<file path="config.mk">
export PLATFORM = sky130hd
export DESIGN_NAME = radio_transceiver_config_loader
export DESIGN_NICKNAME = d
export VERILOG_FILES = /design/src/hdl/bit_clock_gen.v /design/src/hdl/radio_transceiver_config_loader.v
export VERILOG_INCLUDE_DIRS = /design/src /design/src/pkg
export SDC_FILE = /design/constraint.sdc
export NUM_CORES = 1
export LEC_CHECK = 0
export BUFFER_PORTS_ARGS = -buffer_cell sky130_fd_sc_hd__buf_2
export CAP_MARGIN = 20
export CORE_ASPECT_RATIO = 1.25
export CORE_MARGIN = 1.5
export CORE_UTILIZATION = 60
export DETAILED_ROUTE_END_ITERATION = 10
export PLACE_DENSITY = 0.95
export SYNTH_ARGS = -nofsm -noshare
export SYNTH_HDL_FRONTEND = slang
export SYNTH_SLANG_ARGS = --single-unit
</file>
<file path="constraint.sdc">
create_clock -name clk -period 3.65 [get_ports clk]
set_clock_uncertainty 0.05 [all_clocks]
set_input_delay 0.1825 -clock clk [delete_from_list [all_inputs] [get_ports clk]]
set_output_delay 0.1825 -clock clk [all_outputs]
set_load 0.02 [all_outputs]
</file>
<file path="src/pkg/cfg_loader_defines.vh">
// constants for the transceiver configuration loader
`ifndef CFG_LOADER_DEFINES_VH
`define CFG_LOADER_DEFINES_VH
`define LEN_LONG 6'd37
`define LEN_CLKREC 6'd27
`define LEN_AUX 6'd7
`define LEN_SHORT 6'd6
`define LEN_STATUS 6'd5
`define AUX_TX 7'h45
`define AUX_RX 7'h44
`define MAIN_TX 37'h09DB005260
`define MAIN_RX 37'h0990000260
`define MAIN_RXCLK 37'h09B0000260
`define CMD_STANDBY 6'h12
`define CMD_WAKE 6'h13
`define CMD_RESET 6'h2E
`define STATUS_ADDR 5'h0B
`define TXF0_TAG 2'h0
`define TXF1_TAG 2'h1
`define RXF_TAG 2'h2
`define CLKREC_TOP 4'h7
`define RATE_DIV_RST 16'd20000
`endif

</file>
<file path="src/hdl/bit_clock_gen.v">
// recovered bit clock generator, rising edge mid-bit
`timescale 1ns/1ps
`include "cfg_loader_defines.vh"
module bit_clock_gen #(
    parameter DIV_W = 16
) (
    // clock and reset
    input wire clk,
    input wire rst_n,
    input wire ce,
    // control
    input wire run,
    input wire [DIV_W-1:0] half_bit,
    input wire rx_data,
    // output
    output reg bit_clk
);
    reg [DIV_W-1:0] cnt_q;
    reg data_q;
    ////////////////////////////////////////////////////////////////////////////
    always @(posedge clk) begin
        if (!rst_n) begin
            cnt_q <= {DIV_W{1'b0}};
            data_q <= 1'b0;
            bit_clk <= 1'b0;
        end else if (ce) begin
            data_q <= rx_data;
            if (!run) begin
                cnt_q <= {DIV_W{1'b0}};
                bit_clk <= 1'b0;
            end else if (data_q != rx_data) begin
                cnt_q <= {DIV_W{1'b0}};
                bit_clk <= 1'b0;
            end else if (cnt_q >= half_bit) begin
                cnt_q <= {DIV_W{1'b0}};
                bit_clk <= ~bit_clk;
            end else begin
                cnt_q <= cnt_q + {{(DIV_W-1){1'b0}}, 1'b1};
            end
        end
    end
endmodule

</file>
<file path="src/hdl/radio_transceiver_config_loader.v">
// serial configuration loader of the radio transceiver
// Behaviour
// - words arrive msb first, each bit captured on serial clock rising edge
// - recovered-clock receive outputs a clock rising mid data bit
// - aux already holds 45h after transmit so standby may skip it
// - after reset all registers cleared, standby, full sequence needed
// - status read is address 0101 plus read bit, six strength bits returned
`timescale 1ns/1ps
`include "cfg_loader_defines.vh"
module radio_transceiver_config_loader (
    // clock and reset
    input wire clk,
    input wire rst_n,
    input wire ce,
    // three-wire programming bus
    input wire load_enable_line,
    input wire serial_clock_line,
    input wire serial_data_line_in,
    output reg serial_data_line_out,
    output reg serial_data_line_oe_n,
    // radio side
    input wire rx_data,
    input wire [5:0] signal_strength,
    // status
    output reg tx_active,
    output reg rx_active,
    output reg standby,
    output reg recovered_clock_en,
    output wire recovered_bit_clock,
    output reg [36:0] first_tx_frequency_word,
    output reg [36:0] second_tx_frequency_word,
    output reg [36:0] rx_frequency_word,
    output reg [26:0] bit_clock_recovery_word,
    output reg [6:0] auxiliary_control_word,
    output reg [36:0] main_control_word,
    output reg word_error
);
    localparam ST_STANDBY = 3'b001;
    localparam ST_TX = 3'b010;
    localparam ST_RX = 3'b100;
    reg [1:0] le_s_q, sck_s_q, sd_s_q;
    reg le_d_q, sck_d_q;
    reg [36:0] shift_q;
    reg [5:0] count_q;
    reg [2:0] state_q, prev_q;
    reg reading_q;
    reg [2:0] rd_idx_q;
    reg [1:0] freq_seen_q;
    wire le = le_s_q[1];
    wire sck_rise = sck_s_q[1] & ~sck_d_q;
    wire sck_fall = ~sck_s_q[1] & sck_d_q;
    wire le_rise = le & ~le_d_q;
    wire le_fall = ~le & le_d_q;
    ////////////////////////////////////////////////////////////////////////////
    function is_len;
        input [5:0] cnt;
        input [5:0] len;
        begin
            is_len = (cnt == len);
        end
    endfunction
    ////////////////////////////////////////////////////////////////////////////
    // pin synchronisers and edge history
    always @(posedge clk) begin
        if (!rst_n) begin
            le_s_q <= 2'h3;
            sck_s_q <= 2'h0;
            sd_s_q <= 2'h0;
            le_d_q <= 1'b1;
            sck_d_q <= 1'b0;
        end else if (ce) begin
            le_s_q <= {le_s_q[0], load_enable_line};
            sck_s_q <= {sck_s_q[0], serial_clock_line};
            sd_s_q <= {sd_s_q[0], serial_data_line_in};
            le_d_q <= le_s_q[1];
            sck_d_q <= sck_s_q[1];
        end
    end
    ////////////////////////////////////////////////////////////////////////////
    // shifter, word decode and mode state
    always @(posedge clk) begin
        if (!rst_n) begin
            shift_q <= 37'h0;
            count_q <= 6'h0;
            state_q <= ST_STANDBY;
            prev_q <= ST_STANDBY;
            first_tx_frequency_word <= 37'h0;
            second_tx_frequency_word <= 37'h0;
            rx_frequency_word <= 37'h0;
            bit_clock_recovery_word <= 27'h0;
            auxiliary_control_word <= 7'h0;
            main_control_word <= 37'h0;
            word_error <= 1'b0;
            reading_q <= 1'b0;
            rd_idx_q <= 3'h0;
            freq_seen_q <= 2'h0;
            serial_data_line_out <= 1'b0;
            serial_data_line_oe_n <= 1'b1;
        end else if (ce) begin
            if (le_fall) begin
                count_q <= 6'h0;
                shift_q <= 37'h0;
                reading_q <= 1'b0;
            end
            if (!le && sck_rise && !reading_q) begin
                shift_q <= {shift_q[35:0], sd_s_q[1]};
                if (count_q != 6'h3F)
                    count_q <= count_q + 6'd1;
            end
            // status read: after address and read bit, drive strength bits
            if (!le && !le_fall && !reading_q && is_len(count_q, `LEN_STATUS)
                && shift_q[4:0] == `STATUS_ADDR) begin
                reading_q <= 1'b1;
                rd_idx_q <= 3'h0;
            end
            if (reading_q && sck_fall) begin
                serial_data_line_oe_n <= 1'b0;
                serial_data_line_out <= (rd_idx_q < 3'd6) ? signal_strength[rd_idx_q] : 1'b0;
                if (rd_idx_q != 3'h7)
                    rd_idx_q <= rd_idx_q + 3'd1;
            end
            if (le) begin
                serial_data_line_oe_n <= 1'b1;
            end
            if (le_rise && !reading_q) begin
                word_error <= 1'b0;
                if (is_len(count_q, `LEN_LONG)) begin
                    if (shift_q == `MAIN_TX && state_q != ST_TX) begin
                        main_control_word <= shift_q;
                        state_q <= ST_TX;
                    end else if (shift_q == `MAIN_RX || shift_q == `MAIN_RXCLK) begin
                        main_control_word <= shift_q;
                        state_q <= ST_RX;
                    end else if (shift_q == `MAIN_TX) begin
                        main_control_word <= shift_q;
                    end else if (shift_q[36:35] == 2'h0 && shift_q[34:33] == `TXF0_TAG
                                 || freq_seen_q == 2'h0 && shift_q[36:33] == 4'h0) begin
                        first_tx_frequency_word <= shift_q;
                        freq_seen_q <= 2'h1;
                    end else if (shift_q[36:33] == 4'h1) begin
                        second_tx_frequency_word <= shift_q;
                        freq_seen_q <= 2'h2;
                    end else if (shift_q[36:33] == 4'h2) begin
                        rx_frequency_word <= shift_q;
                        freq_seen_q <= 2'h3;
                    end else begin
                        word_error <= 1'b1;
                    end
                end else if (is_len(count_q, `LEN_CLKREC)) begin
                    bit_clock_recovery_word <= shift_q[26:0];
                end else if (is_len(count_q, `LEN_AUX)) begin
                    auxiliary_control_word <= shift_q[6:0];
                end else if (is_len(count_q, `LEN_SHORT)) begin
                    case (shift_q[5:0])
                    `CMD_STANDBY: begin
                        if (state_q != ST_STANDBY)
                            prev_q <= state_q;
                        state_q <= ST_STANDBY;
                    end
                    `CMD_WAKE: begin
                        // aux kept at 45h from transmit, so skip is harmless
                        if (prev_q == ST_TX && auxiliary_control_word == `AUX_TX)
                            state_q <= ST_TX;
                        else if (prev_q == ST_RX && auxiliary_control_word == `AUX_RX)
                            state_q <= ST_RX;
                        else
                            word_error <= 1'b1;
                    end
                    `CMD_RESET: begin
                        first_tx_frequency_word <= 37'h0;
                        second_tx_frequency_word <= 37'h0;
                        rx_frequency_word <= 37'h0;
                        bit_clock_recovery_word <= 27'h0;
                        auxiliary_control_word <= 7'h0;
                        main_control_word <= 37'h0;
                        freq_seen_q <= 2'h0;
                        prev_q <= ST_STANDBY;
                        state_q <= ST_STANDBY;
                    end
                    default: begin
                        word_error <= 1'b1;
                    end
                    endcase
                end else begin
                    word_error <= 1'b1;
                end
            end
        end
    end
    ////////////////////////////////////////////////////////////////////////////
    // status outputs
    always @(posedge clk) begin
        if (!rst_n) begin
            tx_active <= 1'b0;
            rx_active <= 1'b0;
            standby <= 1'b1;
            recovered_clock_en <= 1'b0;
        end else if (ce) begin
            tx_active <= (state_q == ST_TX);
            rx_active <= (state_q == ST_RX);
            standby <= (state_q == ST_STANDBY);
            recovered_clock_en <= (state_q == ST_RX)
                && (main_control_word == `MAIN_RXCLK);
        end
    end
    ////////////////////////////////////////////////////////////////////////////
    bit_clock_gen #(
        .DIV_W(16)
    ) u_bit_clock_gen (
        .clk(clk),
        .rst_n(rst_n),
        .ce(ce),
        .run(recovered_clock_en),
        .half_bit(bit_clock_recovery_word[15:0]),
        .rx_data(rx_data),
        .bit_clk(recovered_bit_clock)
    );
endmodule

</file>
**Word-level counts from Yosys, hierarchy flattened**

Index checks and enable logic that the tools add are counted.

- Flip-flop bits (word level): 270
- Output and inout bits: 190

- Add/sub/neg operators: 3
- Equality and inequality tests: 44
- Magnitude comparators: 3
- Muxes and demuxes: 89
- Reduce and logical (&&, ||, !) cells: 50
- Bitwise gates (word level): 12

Operators with widths:

| kind | count |
|---|---|
| $mux W37 | 28 |
| $eq A37 B36 Y1 const B | 4 |
| $mux W27 | 4 |
| $mux W16 | 3 |
| $mux W3 | 12 |
| $mux W2 | 11 |
| $mux W1 | 21 |
| $mux W7 | 3 |
| $reduce_and A10 Y1 | 2 |
| $reduce_bool A2 Y1 | 10 |
| $eq A6 B3 Y1 const B | 3 |
| $eq A6 B5 Y1 const B | 3 |
| $mux W6 | 3 |
| $ne A2 B2 Y1 const B | 9 |
| $add A16 B1 Y16 const B | 1 |
| $ge A16 B16 Y1 | 1 |
| $reduce_and A8 Y1 | 2 |
| $eq A7 B7 Y1 const B | 2 |
| $logic_and A1 B1 Y1 | 14 |
| $eq A6 B6 Y1 const B | 2 |
| $pmux W3 S2 | 2 |
| $reduce_and A12 Y1 | 1 |
| $reduce_and A2 Y1 | 6 |
| $reduce_and A6 Y1 | 2 |
| 30 further kinds | 52 |

**Depth between registers and ports, before layout**

Gate-level depths: netlist (run 1).

- Depth in word-level cells: 10
- Mapped depth: 10
- Depth with buffers taken out: 7

**Modules after synthesis**

Synthesis (run 1) repeated with hierarchy kept, for this count alone.

- Cells, all modules: 1203
- Area, all modules: 10996.8 µm²

By module, submodules not included:

| module | sequential area each (µm²) | area an instance (µm²) | cells each | instances |
|---|---|---|---|---|
| radio_transceiver_config_loader | 5004.8 | 9773.1 | 1057 | 1 |
| bit_clock_gen | 360.3 | 1223.7 | 146 | 1 |

**Least setup slack after synthesis (run 1)**

Ideal clock, no wire load.

- Path kind: input-to-reg
- From: in ce
- To: reg rx_frequency_word[10]
- Required time: 3472 ps
- Slack: 1790 ps
- Cell stages on the path: 8
- Arrival time: 1683 ps
- Path buffers: 3
- Path through: clkbuf_1 > and4bb_2 > o221ai_4 > a211oi_1 > buf_4 > buf_6 > mux2i_1 > nor2_1

- Cells in the longest elaborated chain, start to end: 1

Ends and longest elaborated chain:

| what | RTL line | source |
|---|---|---|
| start, declared | radio_transceiver_config_loader.v:14 | `input wire ce,` |
| $reduce_and A12 Y1 (no source line) | n/a |  |
| end signal, assigned | radio_transceiver_config_loader.v:144 | `rx_frequency_word <= shift_q;` |
| end, declared | radio_transceiver_config_loader.v:32 | `output reg [36:0] rx_frequency_word,` |

Every way passes these cells.
A chain may end at the register's enable or synchronous reset.

**Worst setup path after layout (run 1)**

- From: reg count_q[5]
- To: reg second_tx_frequency_word[11]

- Cells in the longest elaborated chain, start to end: 3
- Elaborated cells on any way between the ends: 15
- Those cells by class: 11 x eq/ne; 1 x mux; 3 x reduce/logical

Ends and longest elaborated chain:

| what | RTL line | source |
|---|---|---|
| start, declared | radio_transceiver_config_loader.v:44 | `reg [5:0] count_q;` |
| start signal, assigned | radio_transceiver_config_loader.v:108 | `count_q <= count_q + 6'd1;` |
| $eq A6 B6 Y1, or another cell as far along | radio_transceiver_config_loader.v:59 | `is_len = (cnt == len);` |
| $ne A2 B1 Y1 (no source line), or another cell as far along | n/a |  |
| $reduce_and A11 Y1 (no source line) | n/a |  |
| end signal, assigned | radio_transceiver_config_loader.v:141 | `second_tx_frequency_word <= shift_q;` |
| end, declared | radio_transceiver_config_loader.v:31 | `output reg [36:0] second_tx_frequency_word,` |

Parallel ways exist; a longest one is shown, timed or not.

==> reports/results.txt, run 1 <==
total core area: 0.01824 mm²
status: finished clean
Warnings, synthesis: 0
Synth Instances: 1208
# setup viols final: 0
vias per cell: 5.953
Peak supply drop: 0.0003515 V
clock latency on the worst-skew pair: 520 ps
max-cap violations: 0
gr usage total: 28.43%
TNS Setup: 0 ps
routed wl met2: 14.40 mm
Final ANT Viol Nets: 0
Initial Util: 61.61%
Slew Limit Fails: 0
asr flop ratio synth: 0%
Post-Syn Area per Cell: 9.301 µm²
share of the synthesized area in the top cell type: 47.75%
number of enable flip-flop cells after synthesis: 0
ys flop type: dfxtp_1
Leakage: 5.173 nW
met3 routed WL: 2.233 mm
dpl cells: 1569
CTS max path bufs: 3
Post-Syn Area: 0.01124 mm²
Rows: 55
Die Wd: 125.4 µm
post-place setup slack: 831.3 ps
Final Cycle Share: 79.90%
CP required: 3980 ps
Non-Filler Instances: 1617
Post-DP Area: 0.01227 mm²
hold slack: 100.2 ps
final worst setup slack: 733.8 ps
pwr/cell area: 432.8 mW/mm²
Ports: 203
area grow syn2layout: 17.13%
final instance area: 0.01316 mm²
top cells by area, synth: dfxtp_1 (48%), mux2i_1 (10%), nor2_1 (4.7%)
FMAX: 0.3429 GHz
Post-Syn Nets: 1243
dpl hpwl: 19.52 mm
DR top layer: met4
number of inserted diodes: 0
met1 WL: 11.27 mm
DR pass1 iterations: 8
CTS H-Tree Depth: 1
crit start category: flop
post-synthesis sequential area ratio: 47.75%
worst hold path type: in2reg
first-pass GRT wire length: 46.22 mm
CTS tree: built
die area: 0.01956 mm²
Synth cell types: 71
min Tclk post-route: 2916 ps
largest net degree at the start of global routing: 144
Worst Setup End Kind: flop
critical path arrival: 3240 ps
Fin. Hold Viols: 0
CTS buffer count: 25
initial antenna violation count: 0
worst slew pin tran: 861.0 ps
Die Span Y: 156.0 µm
Root Driver: clkbuf_16
Slew headroom: 42.60%
fillcell total: 1236
RSZ-0062 raised after global routing: no
DR iter-0 viols: 990
share of cells above drive strength 1: 21.81%
TritonCTS Sinks: 268
crit path kind: reg2reg
Post-synth top cells: dfxtp_1 (268), nor2_1 (141), mux2i_1 (117), nand2_1 (109), a21oi_1 (87)
flops & latches, synth: 268
vias: 9626
buffers added on ports: 202
final WL: 29.13 mm
worst-path maximum fanout: 37
most common cell in the netlist: dfxtp_1
Avg WL per Cell: 18.01 µm
GPL Wtd Cong: 0.8939
grt total ovfl: 0
area leader, netlist: dfxtp_1
Post-route DRC: 0
fin nets: 1409
vias in the first global route: 9254
Worst-path clk slew: 70 ps
-- worst max-delay path, cell delays in order, from the launching register on --
cell and delay, ps:
dfxtp_1 610, nand4bb_1 290, or2_1 540, a211oi_4 300, buf_4 550, mux2i_1 310
nor2_1 80
-- kinds of logic after synthesis --
group,count (synthesis),share of synthesized area (%)
buffers and inverters,110,4.599
DFF,268,47.75
adders and majority gates,22,2.450
AOI/OAI and AO/OA,179,9.477
xor gates and xnor gates,16,1.247
muxes,121,10.92
and+or+nand+nor,492,23.55
-- worst paths after layout --
| kind | start | end | slack, ps | cells past startpoint |
|---|---|---|---|---|
| min | rst_n | le_s_q[0] | 100 | 2 |
| max reg2reg | count_q[5] | second_tx_frequency_word[11] | 730 | 6 |
| min reg2reg | rx_frequency_word[34] | rx_frequency_word[34] | 420 | 2 |
| max | count_q[5] | second_tx_frequency_word[11] | 730 | 6 |
-- cell usage in the layout, fill, tap and decap left out, drive strengths merged, types with 8 or more instances in the layout --
master | netlist | final
dfxtp | 268 | 268
nor2 | 141 | 141
and2 | 37 | 37
xnor2 | 10 | 10
ha | 22 | 22
a211oi | 8 | 8
a21oi | 88 | 88
nor4b | 10 | 10
nor3b | 34 | 34
nor3 | 30 | 30
nand3 | 53 | 53
mux2i | 117 | 117
o21ai | 50 | 50
inv | 27 | 28
and3 | 11 | 11
nand2 | 109 | 109
nor4 | 15 | 15
clkbuf | 59 | 35
buf | 24 | 216
nand4 | 12 | 12
-- through the flow --
| stage | power [mW] | utilization (%) |
|---|---|---|
| 2_1_floorplan | 3.081 | - |
| 3_3_place_gp | 3.106 | 67.29 |
| 3_5_place_dp | 3.108 | 67.29 |
| 4_1_cts | 5.710 | 72.16 |
| 5_1_grt | 5.840 | 72.16 |
| 6_report | 5.696 | 72.16 |
-- sequential cells by signal, indices dropped and copies added (netlist names), 6 cells and up --
register	flops
rx_frequency_word	37
first_tx_frequency_word	37
auxiliary_control_word	7
u_bit_clock_gen.cnt_q	16
count_q	6
second_tx_frequency_word	37
bit_clock_recovery_word	27
main_control_word	37
shift_q	37
-- power by group --
| part | switching [mW] | internal (mW) | total [mW] | leakage, nW |
|---|---|---|---|---|
| logic | 0.0829 | 0.0293 | 0.112 | 2.61 |
| clock network | 1.08 | 1.57 | 2.64 | 0.405 |
| registers | 0.00844 | 2.93 | 2.94 | 2.16 |
-- area by class of cell --
class	instances	area [µm²]	area share (%)
sequential	268	5365	40.77
clock inverter	7	116.4	0.8842
timing repair buffer	222	1189	9.032
inverter	27	106.4	0.8081
clock buffer	35	713.2	5.419
multi-input combinational	830	5385	40.92
tap	228	285.3	2.168
-- metal layers --
layer | vias to the layer above | global-route usage (%)
met3 | 108 | 4.835
met2 | 443 | 49.52
met5 | - | 0
met1 | 4547 | 34.17
met4 | 0 | 13.58
li1 | 4528 | -
-- timing repair --
item | CTS | global route
endpoints found under the hold margin | 6 | 0
setup endpoints to repair | 0 | 0
hold buffers | 6 | 0
gates resized for setup | 0 | 0
setup buffers | 0 | 0
No activity file was read; power rests on OpenSTA's default activity.
==> inputs of run 2 (changes only) <==
--- a/config.mk
+++ b/config.mk
@@ -10,9 +10,9 @@
 export CAP_MARGIN = 20
 export CORE_ASPECT_RATIO = 1.25
 export CORE_MARGIN = 1.5
-export CORE_UTILIZATION = 60
+export CORE_UTILIZATION = 50
 export DETAILED_ROUTE_END_ITERATION = 10
-export PLACE_DENSITY = 0.95
+export PLACE_DENSITY = 0.87
 export SYNTH_ARGS = -nofsm -noshare
 export SYNTH_HDL_FRONTEND = slang
 export SYNTH_SLANG_ARGS = --single-unit
==> constraint.sdc (replaced) <==
create_clock -name clk -period 2.64 [get_ports clk]
set_clock_uncertainty 0.05 [all_clocks]
set_input_delay 0.132 -clock clk [delete_from_list [all_inputs] [get_ports clk]]
set_output_delay 0.132 -clock clk [all_outputs]
set_load 0.02 [all_outputs]
==> reports/results.txt, run 2 (same netlist as run 1, synthesis figures left out) <==
Slew Limit Fails: 0 (unchanged)
Initial Util: 50.76% (-11 points)
most frequent cells in the layout: dfxtp_1 (267), buf_2 (202), nor2_1 (139)
Worst Setup End Kind: flop
Fin. Hold Viols: 0 (unchanged)
TNS Setup: 0 ps (unchanged)
status: finished clean
hold depth: 3 (+1)
first-pass GRT wire length: 46.14 mm (-0.16%)
largest net degree at the start of global routing: 93 (-35%)
Die Span Y: 170.6 µm (+9.4%)
crit start category: flop
CTS H-Tree Depth: 1 (unchanged)
FMAX: 0.4100 GHz (+20%)
TritonCTS Sinks: 268 (unchanged)
Ports: 203 (unchanged)
Post-DP Area: 0.01255 mm² (+2.2%)
Worst-path clk slew: 70 ps (about the same)
Peak supply drop: 0.0004875 V (+39%)
total core area: 0.02213 mm² (+21%)
vias in the first global route: 9014 (-2.6%)
Root Driver: clkbuf_16
vias per cell: 5.660 (-4.9%)
Avg WL per Cell: 17.41 µm (-3.3%)
gr usage total: 24.48% (-4.0 points)
worst setup path endpoint: first_tx_frequency_word[22]
dpl hpwl: 20.35 mm (+4.3%)
worst slew pin tran: 700.4 ps (-160.6 ps)
area grow syn2layout: 19.84%
Final ANT Viol Nets: 0 (unchanged)
Final Cycle Share: 92.39% (+12 points)
die area: 0.02339 mm² (+20%)
total power draw: 8.029 mW (+41%)
clock latency on the worst-skew pair: 530 ps (about the same)
fin nets: 1429 (+1.4%)
min Tclk post-route: 2439 ps (-477.0 ps)
commonest non-fill, non-tap cell in the layout: dfxtp_1
number of inserted diodes: 0 (unchanged)
Reg2Reg Depth: 6 (unchanged)
Slew headroom: 53.31% (+11 points)
final worst setup slack: 200.8 ps (-533.0 ps)
Rows: 61 (+11%)
buffers added on ports: 202 (unchanged)
share of cells above drive strength 1: 23.37% (+1.6 points)
pwr/cell area: 596.2 mW/mm² (+38%)
hold slack: 52.30 ps (-47.92 ps)
Worst R2R End: first_tx_frequency_word[22]
CTS buffer count: 26 (+4.0%)
R2R Setup Slk: 200 ps (-530 ps)
critical path arrival: 2780 ps (-460 ps)
post-place setup slack: 163.0 ps (-668.3 ps)
Critical Path Source: count_q[2]
# setup viols final: 0 (unchanged)
Leakage: 5.305 nW (+2.5%)
GPL Wtd Cong: 0.9282 (+3.8%)
DR pass1 iterations: 6 (-2)
RSZ-0062 raised after global routing: no
CTS max path bufs: 3 (unchanged)
Die Wd: 137.1 µm (+9.3%)
max-cap violations: 0 (unchanged)
CTS tree: built
final instance area: 0.01347 mm² (+2.3%)
final WL: 29.51 mm (+1.3%)
DR iter-0 viols: 873 (-12%)
crit path kind: reg2reg
vias: 9594 (-0.33%)
reg2reg start: count_q[2]
worst hold path type: in2reg
worst-path maximum fanout: 33 (-11%)
Post-route DRC: 0 (unchanged)
CP required: 2980 ps (-1000 ps)
initial antenna violation count: 0 (unchanged)
grt total ovfl: 0 (unchanged)
==> run 2: cell count changes in the layout (fill, tap and decap cells not counted), moves of 2 or more <==
cell,delta
buf_4,+17
buf_12,+4
clkbuf_8,-3
clkbuf_16,+2
clkinv_2,+2
clkinvlp_4,+2
dlygate4sd3_1,-2
==> run 2: worst max-delay path: stages, from the launching register on <==
cell and delay (ps):
dfxtp_1 480, nor4b_4 450, nand4_4 300, a211oi_4 360, buf_12 300, mux2i_1 250
nor2_1 70
==> run 2: layer usage <==
metal / vias up / routed length, µm / share of wire, % / global-route usage (%)
li1: 4569 / - / - / -
met1: 4594 / 12000 / 41 / 29.88
met2: 340 / 14470 / 49 / 41.93
met3: 91 / 1705 / 5.8 / 3.881
met4: 0 / 1339 / 4.5 / 11.53
met5: - / 0 / 0 / 0
==> run 2: through the flow <==
step           util [%]  instances
3_5_place_dp      56.68       1645
2_1_floorplan         -       1208
4_1_cts           60.83       1695
6_report          60.84       1695
3_3_place_gp      56.68       1645
5_1_grt           60.84       1695
==> run 2: timing repair <==
| item | in CTS | in global routing |
|---|---|---|
| gates resized for setup | 0 | 2 |
| hold buffers | 4 | 0 |
| buffers inserted | 0 | 0 |
| endpoints found under the hold margin | 5 | 0 |
| setup endpoints to repair | 0 | 31 |
==> run 2: worst min-delay path by stage <==
stage,start,slack [ps],end
3_3_place_gp,load_enable_line,320,le_s_q[0]
6_report,rst_n,50,le_s_q[0]
2_1_floorplan,load_enable_line,210,le_s_q[0]
5_1_grt,rst_n,50,standby
3_5_place_dp,load_enable_line,320,le_s_q[0]
4_1_cts,rst_n,30,standby
==> run 2: area by class of cell <==
type                       instances  area (µm²)
inverter                          27       106.4
tap                              283       354.1
fill                            1813        8668
clock buffer                      33       718.2
sequential                       268        5366
multi-input combinational        830        5385
timing repair buffer             241        1376
clock inverter                    13       158.9
==> run 2: report_power, final <==
part / internal (mW) / switching, mW / total [mW]
Combinational: 0.0413 / 0.114 / 0.155
Clock: 2.23 / 1.58 / 3.81
Sequential: 4.05 / 0.0115 / 4.06
==> inputs of run 3 (changes only) <==
--- a/config.mk
+++ b/config.mk
@@ -12,6 +12,7 @@
 export CORE_MARGIN = 1.5
 export CORE_UTILIZATION = 50
 export DETAILED_ROUTE_END_ITERATION = 10
+export MAX_ROUTING_LAYER = met4
 export PLACE_DENSITY = 0.87
 export SYNTH_ARGS = -nofsm -noshare
 export SYNTH_HDL_FRONTEND = slang
==> reports/results.txt, run 3 (same netlist as run 1, synthesis figures left out) <==
status: finished clean
critical-path cell list: ha_1, inv_1, or2_1, a211oi_4, buf_12, mux2i_1, nor2_1
max-cap violations: 0 (unchanged)
TNS Setup: 0 ps (unchanged)
FMAX: 0.4139 GHz (+0.95%)
Post-route DRC: 0 (unchanged)
critical path arrival: 2760 ps (-20 ps)
post-place setup slack: 163.0 ps (unchanged)
worst slew pin tran: 681.0 ps (-19.44 ps)
Die Wd: 137.1 µm (unchanged)
RSZ-0062 raised after global routing: no
R2R Setup Slk: 220 ps (+20 ps)
Non-Filler Instances: 1695 (unchanged)
Leakage: 5.305 nW (unchanged)
crit path kind: reg2reg
Final Cycle Share: 91.52% (-0.87 points)
share of cells above drive strength 1: 23.37% (unchanged)
DR iter-0 viols: 860 (-1.5%)
commonest non-fill, non-tap cell in the layout: dfxtp_1
most frequent cells in the layout: dfxtp_1 (267), buf_2 (202), nor2_1 (139)
DR pass1 iterations: 5 (-1)
Die Span Y: 170.6 µm (unchanged)
Rows: 61 (unchanged)
Peak supply drop: 0.0004876 V (about the same)
dpl hpwl: 20.35 mm (unchanged)
Slew headroom: 54.60% (+1.3 points)
fillcell total: 1813 (unchanged)
Worst R2R End: first_tx_frequency_word[22]
area grow syn2layout: 19.84% (unchanged)
pwr/cell area: 596.5 mW/mm² (about the same)
CP required: 2980 ps (about the same)
CP peak stage delay: 490 ps (about the same)
CTS max path bufs: 3 (unchanged)
Final ANT Viol Nets: 0 (unchanged)
CTS buffer count: 26 (unchanged)
clock latency on the worst-skew pair: 530 ps (about the same)
CTS H-Tree Depth: 1 (unchanged)
worst setup path endpoint: first_tx_frequency_word[22]
FF+latch area: 0.005366 mm² (unchanged)
initial antenna violation count: 0 (unchanged)
Ports: 203 (unchanged)
CTS tree: built
reg2reg start: count_q[0]
vias per cell: 5.660 (about the same)
Post-CTS Setup Inserts: 0 (unchanged)
Avg WL per Cell: 17.38 µm (-0.17%)
first-pass GRT wire length: 46.12 mm (about the same)
GPL Wtd Cong: 0.9446 (+1.8%)
vias in the first global route: 8998 (-0.18%)
Initial Util: 50.76% (unchanged)
fin nets: 1429 (unchanged)
gr usage total: 25.21% (+0.73 points)
worst-path maximum fanout: 33 (unchanged)
Worst-path clk slew: 60 ps (about the same)
# setup viols final: 0 (unchanged)
Fin. Hold Viols: 0 (unchanged)
area taken by multi-input logic gates: 0.005385 mm² (unchanged)
vias: 9593 (-0.010%)
final worst setup slack: 223.8 ps (+23.05 ps)
final core occ: 60.84% (unchanged)
dpl cells: 1645 (unchanged)
die area: 0.02339 mm² (unchanged)
hold slack: 52.61 ps (+0.3101 ps)
Worst Setup End Kind: flop
TritonCTS Sinks: 268 (unchanged)
grt total ovfl: 0 (unchanged)
final WL: 29.46 mm (-0.17%)
Root Driver: clkbuf_16
slowest CP cell: or2_1
Critical Path Source: count_q[0]
number of inserted diodes: 0 (unchanged)
worst hold path type: in2reg
largest net degree at the start of global routing: 93 (unchanged)
min Tclk post-route: 2416 ps (-23.05 ps)
buffers added on ports: 202 (unchanged)
Reg2Reg Depth: 7 (+1)
crit start category: flop
Slew Limit Fails: 0 (unchanged)
total core area: 0.02213 mm² (unchanged)
run 3: cell counts in the layout (fill, tap and decap cells not counted):
No cell type changed its count.
run 3: stage by stage:
stage               instance area [µm²]  power (mW)
global route                      13470       8.253
detailed placement                12550       4.302
finish                            13470       8.032
CTS                               13460       8.071
global placement                  12550       4.299
floorplan                         11240       4.259
run 3: per-layer routing:
metal	vias to the layer above	wire length (µm)	GRT usage, %
met2	372	14470	41.99
li1	4576	-	-
met3	93	1744	3.496
met5	-	0	-
met1	4552	11880	30.12
met4	0	1371	11.53
run 3: worst min-delay path by stage:
stage	slack, ps	cells after the start	from	to
finish	50	3	rst_n	le_s_q[0]
global route	50	3	rst_n	standby
CTS	30	3	rst_n	standby
detailed placement	320	3	load_enable_line	le_s_q[0]
global placement	320	3	load_enable_line	le_s_q[0]
floorplan	210	2	load_enable_line	le_s_q[0]
run 3: power breakdown:
part / internal, mW / switching, mW / total (mW)
clock: 2.23 / 1.59 / 3.81
sequential: 4.05 / 0.0114 / 4.06
combinational: 0.0413 / 0.114 / 0.155
run 3: repair_timing:
item	4_1_cts	5_1_grt
endpoints found under the hold margin	5	0
gates resized for setup	0	2
hold buffers	4	0
setup endpoints to repair	0	28
run 3: final cells by class:
class	instances	share of cell area, %
clock buffer	33	5.334
clock inverter	13	1.180
inverter	27	0.7898
multi-input combinational	830	39.99
sequential	268	39.85
tap	283	2.630
timing repair buffer	241	10.22
run 3: critical path, delay by kind of cell (launching register included):
family / cells / cell delay (ps)
and+or+nand+nor: 2 / 560
DFF: 1 / 430
buffers and inverters: 2 / 390
AOI/OAI and AO/OA: 1 / 350
muxes: 1 / 250
adders and majority gates: 1 / 210
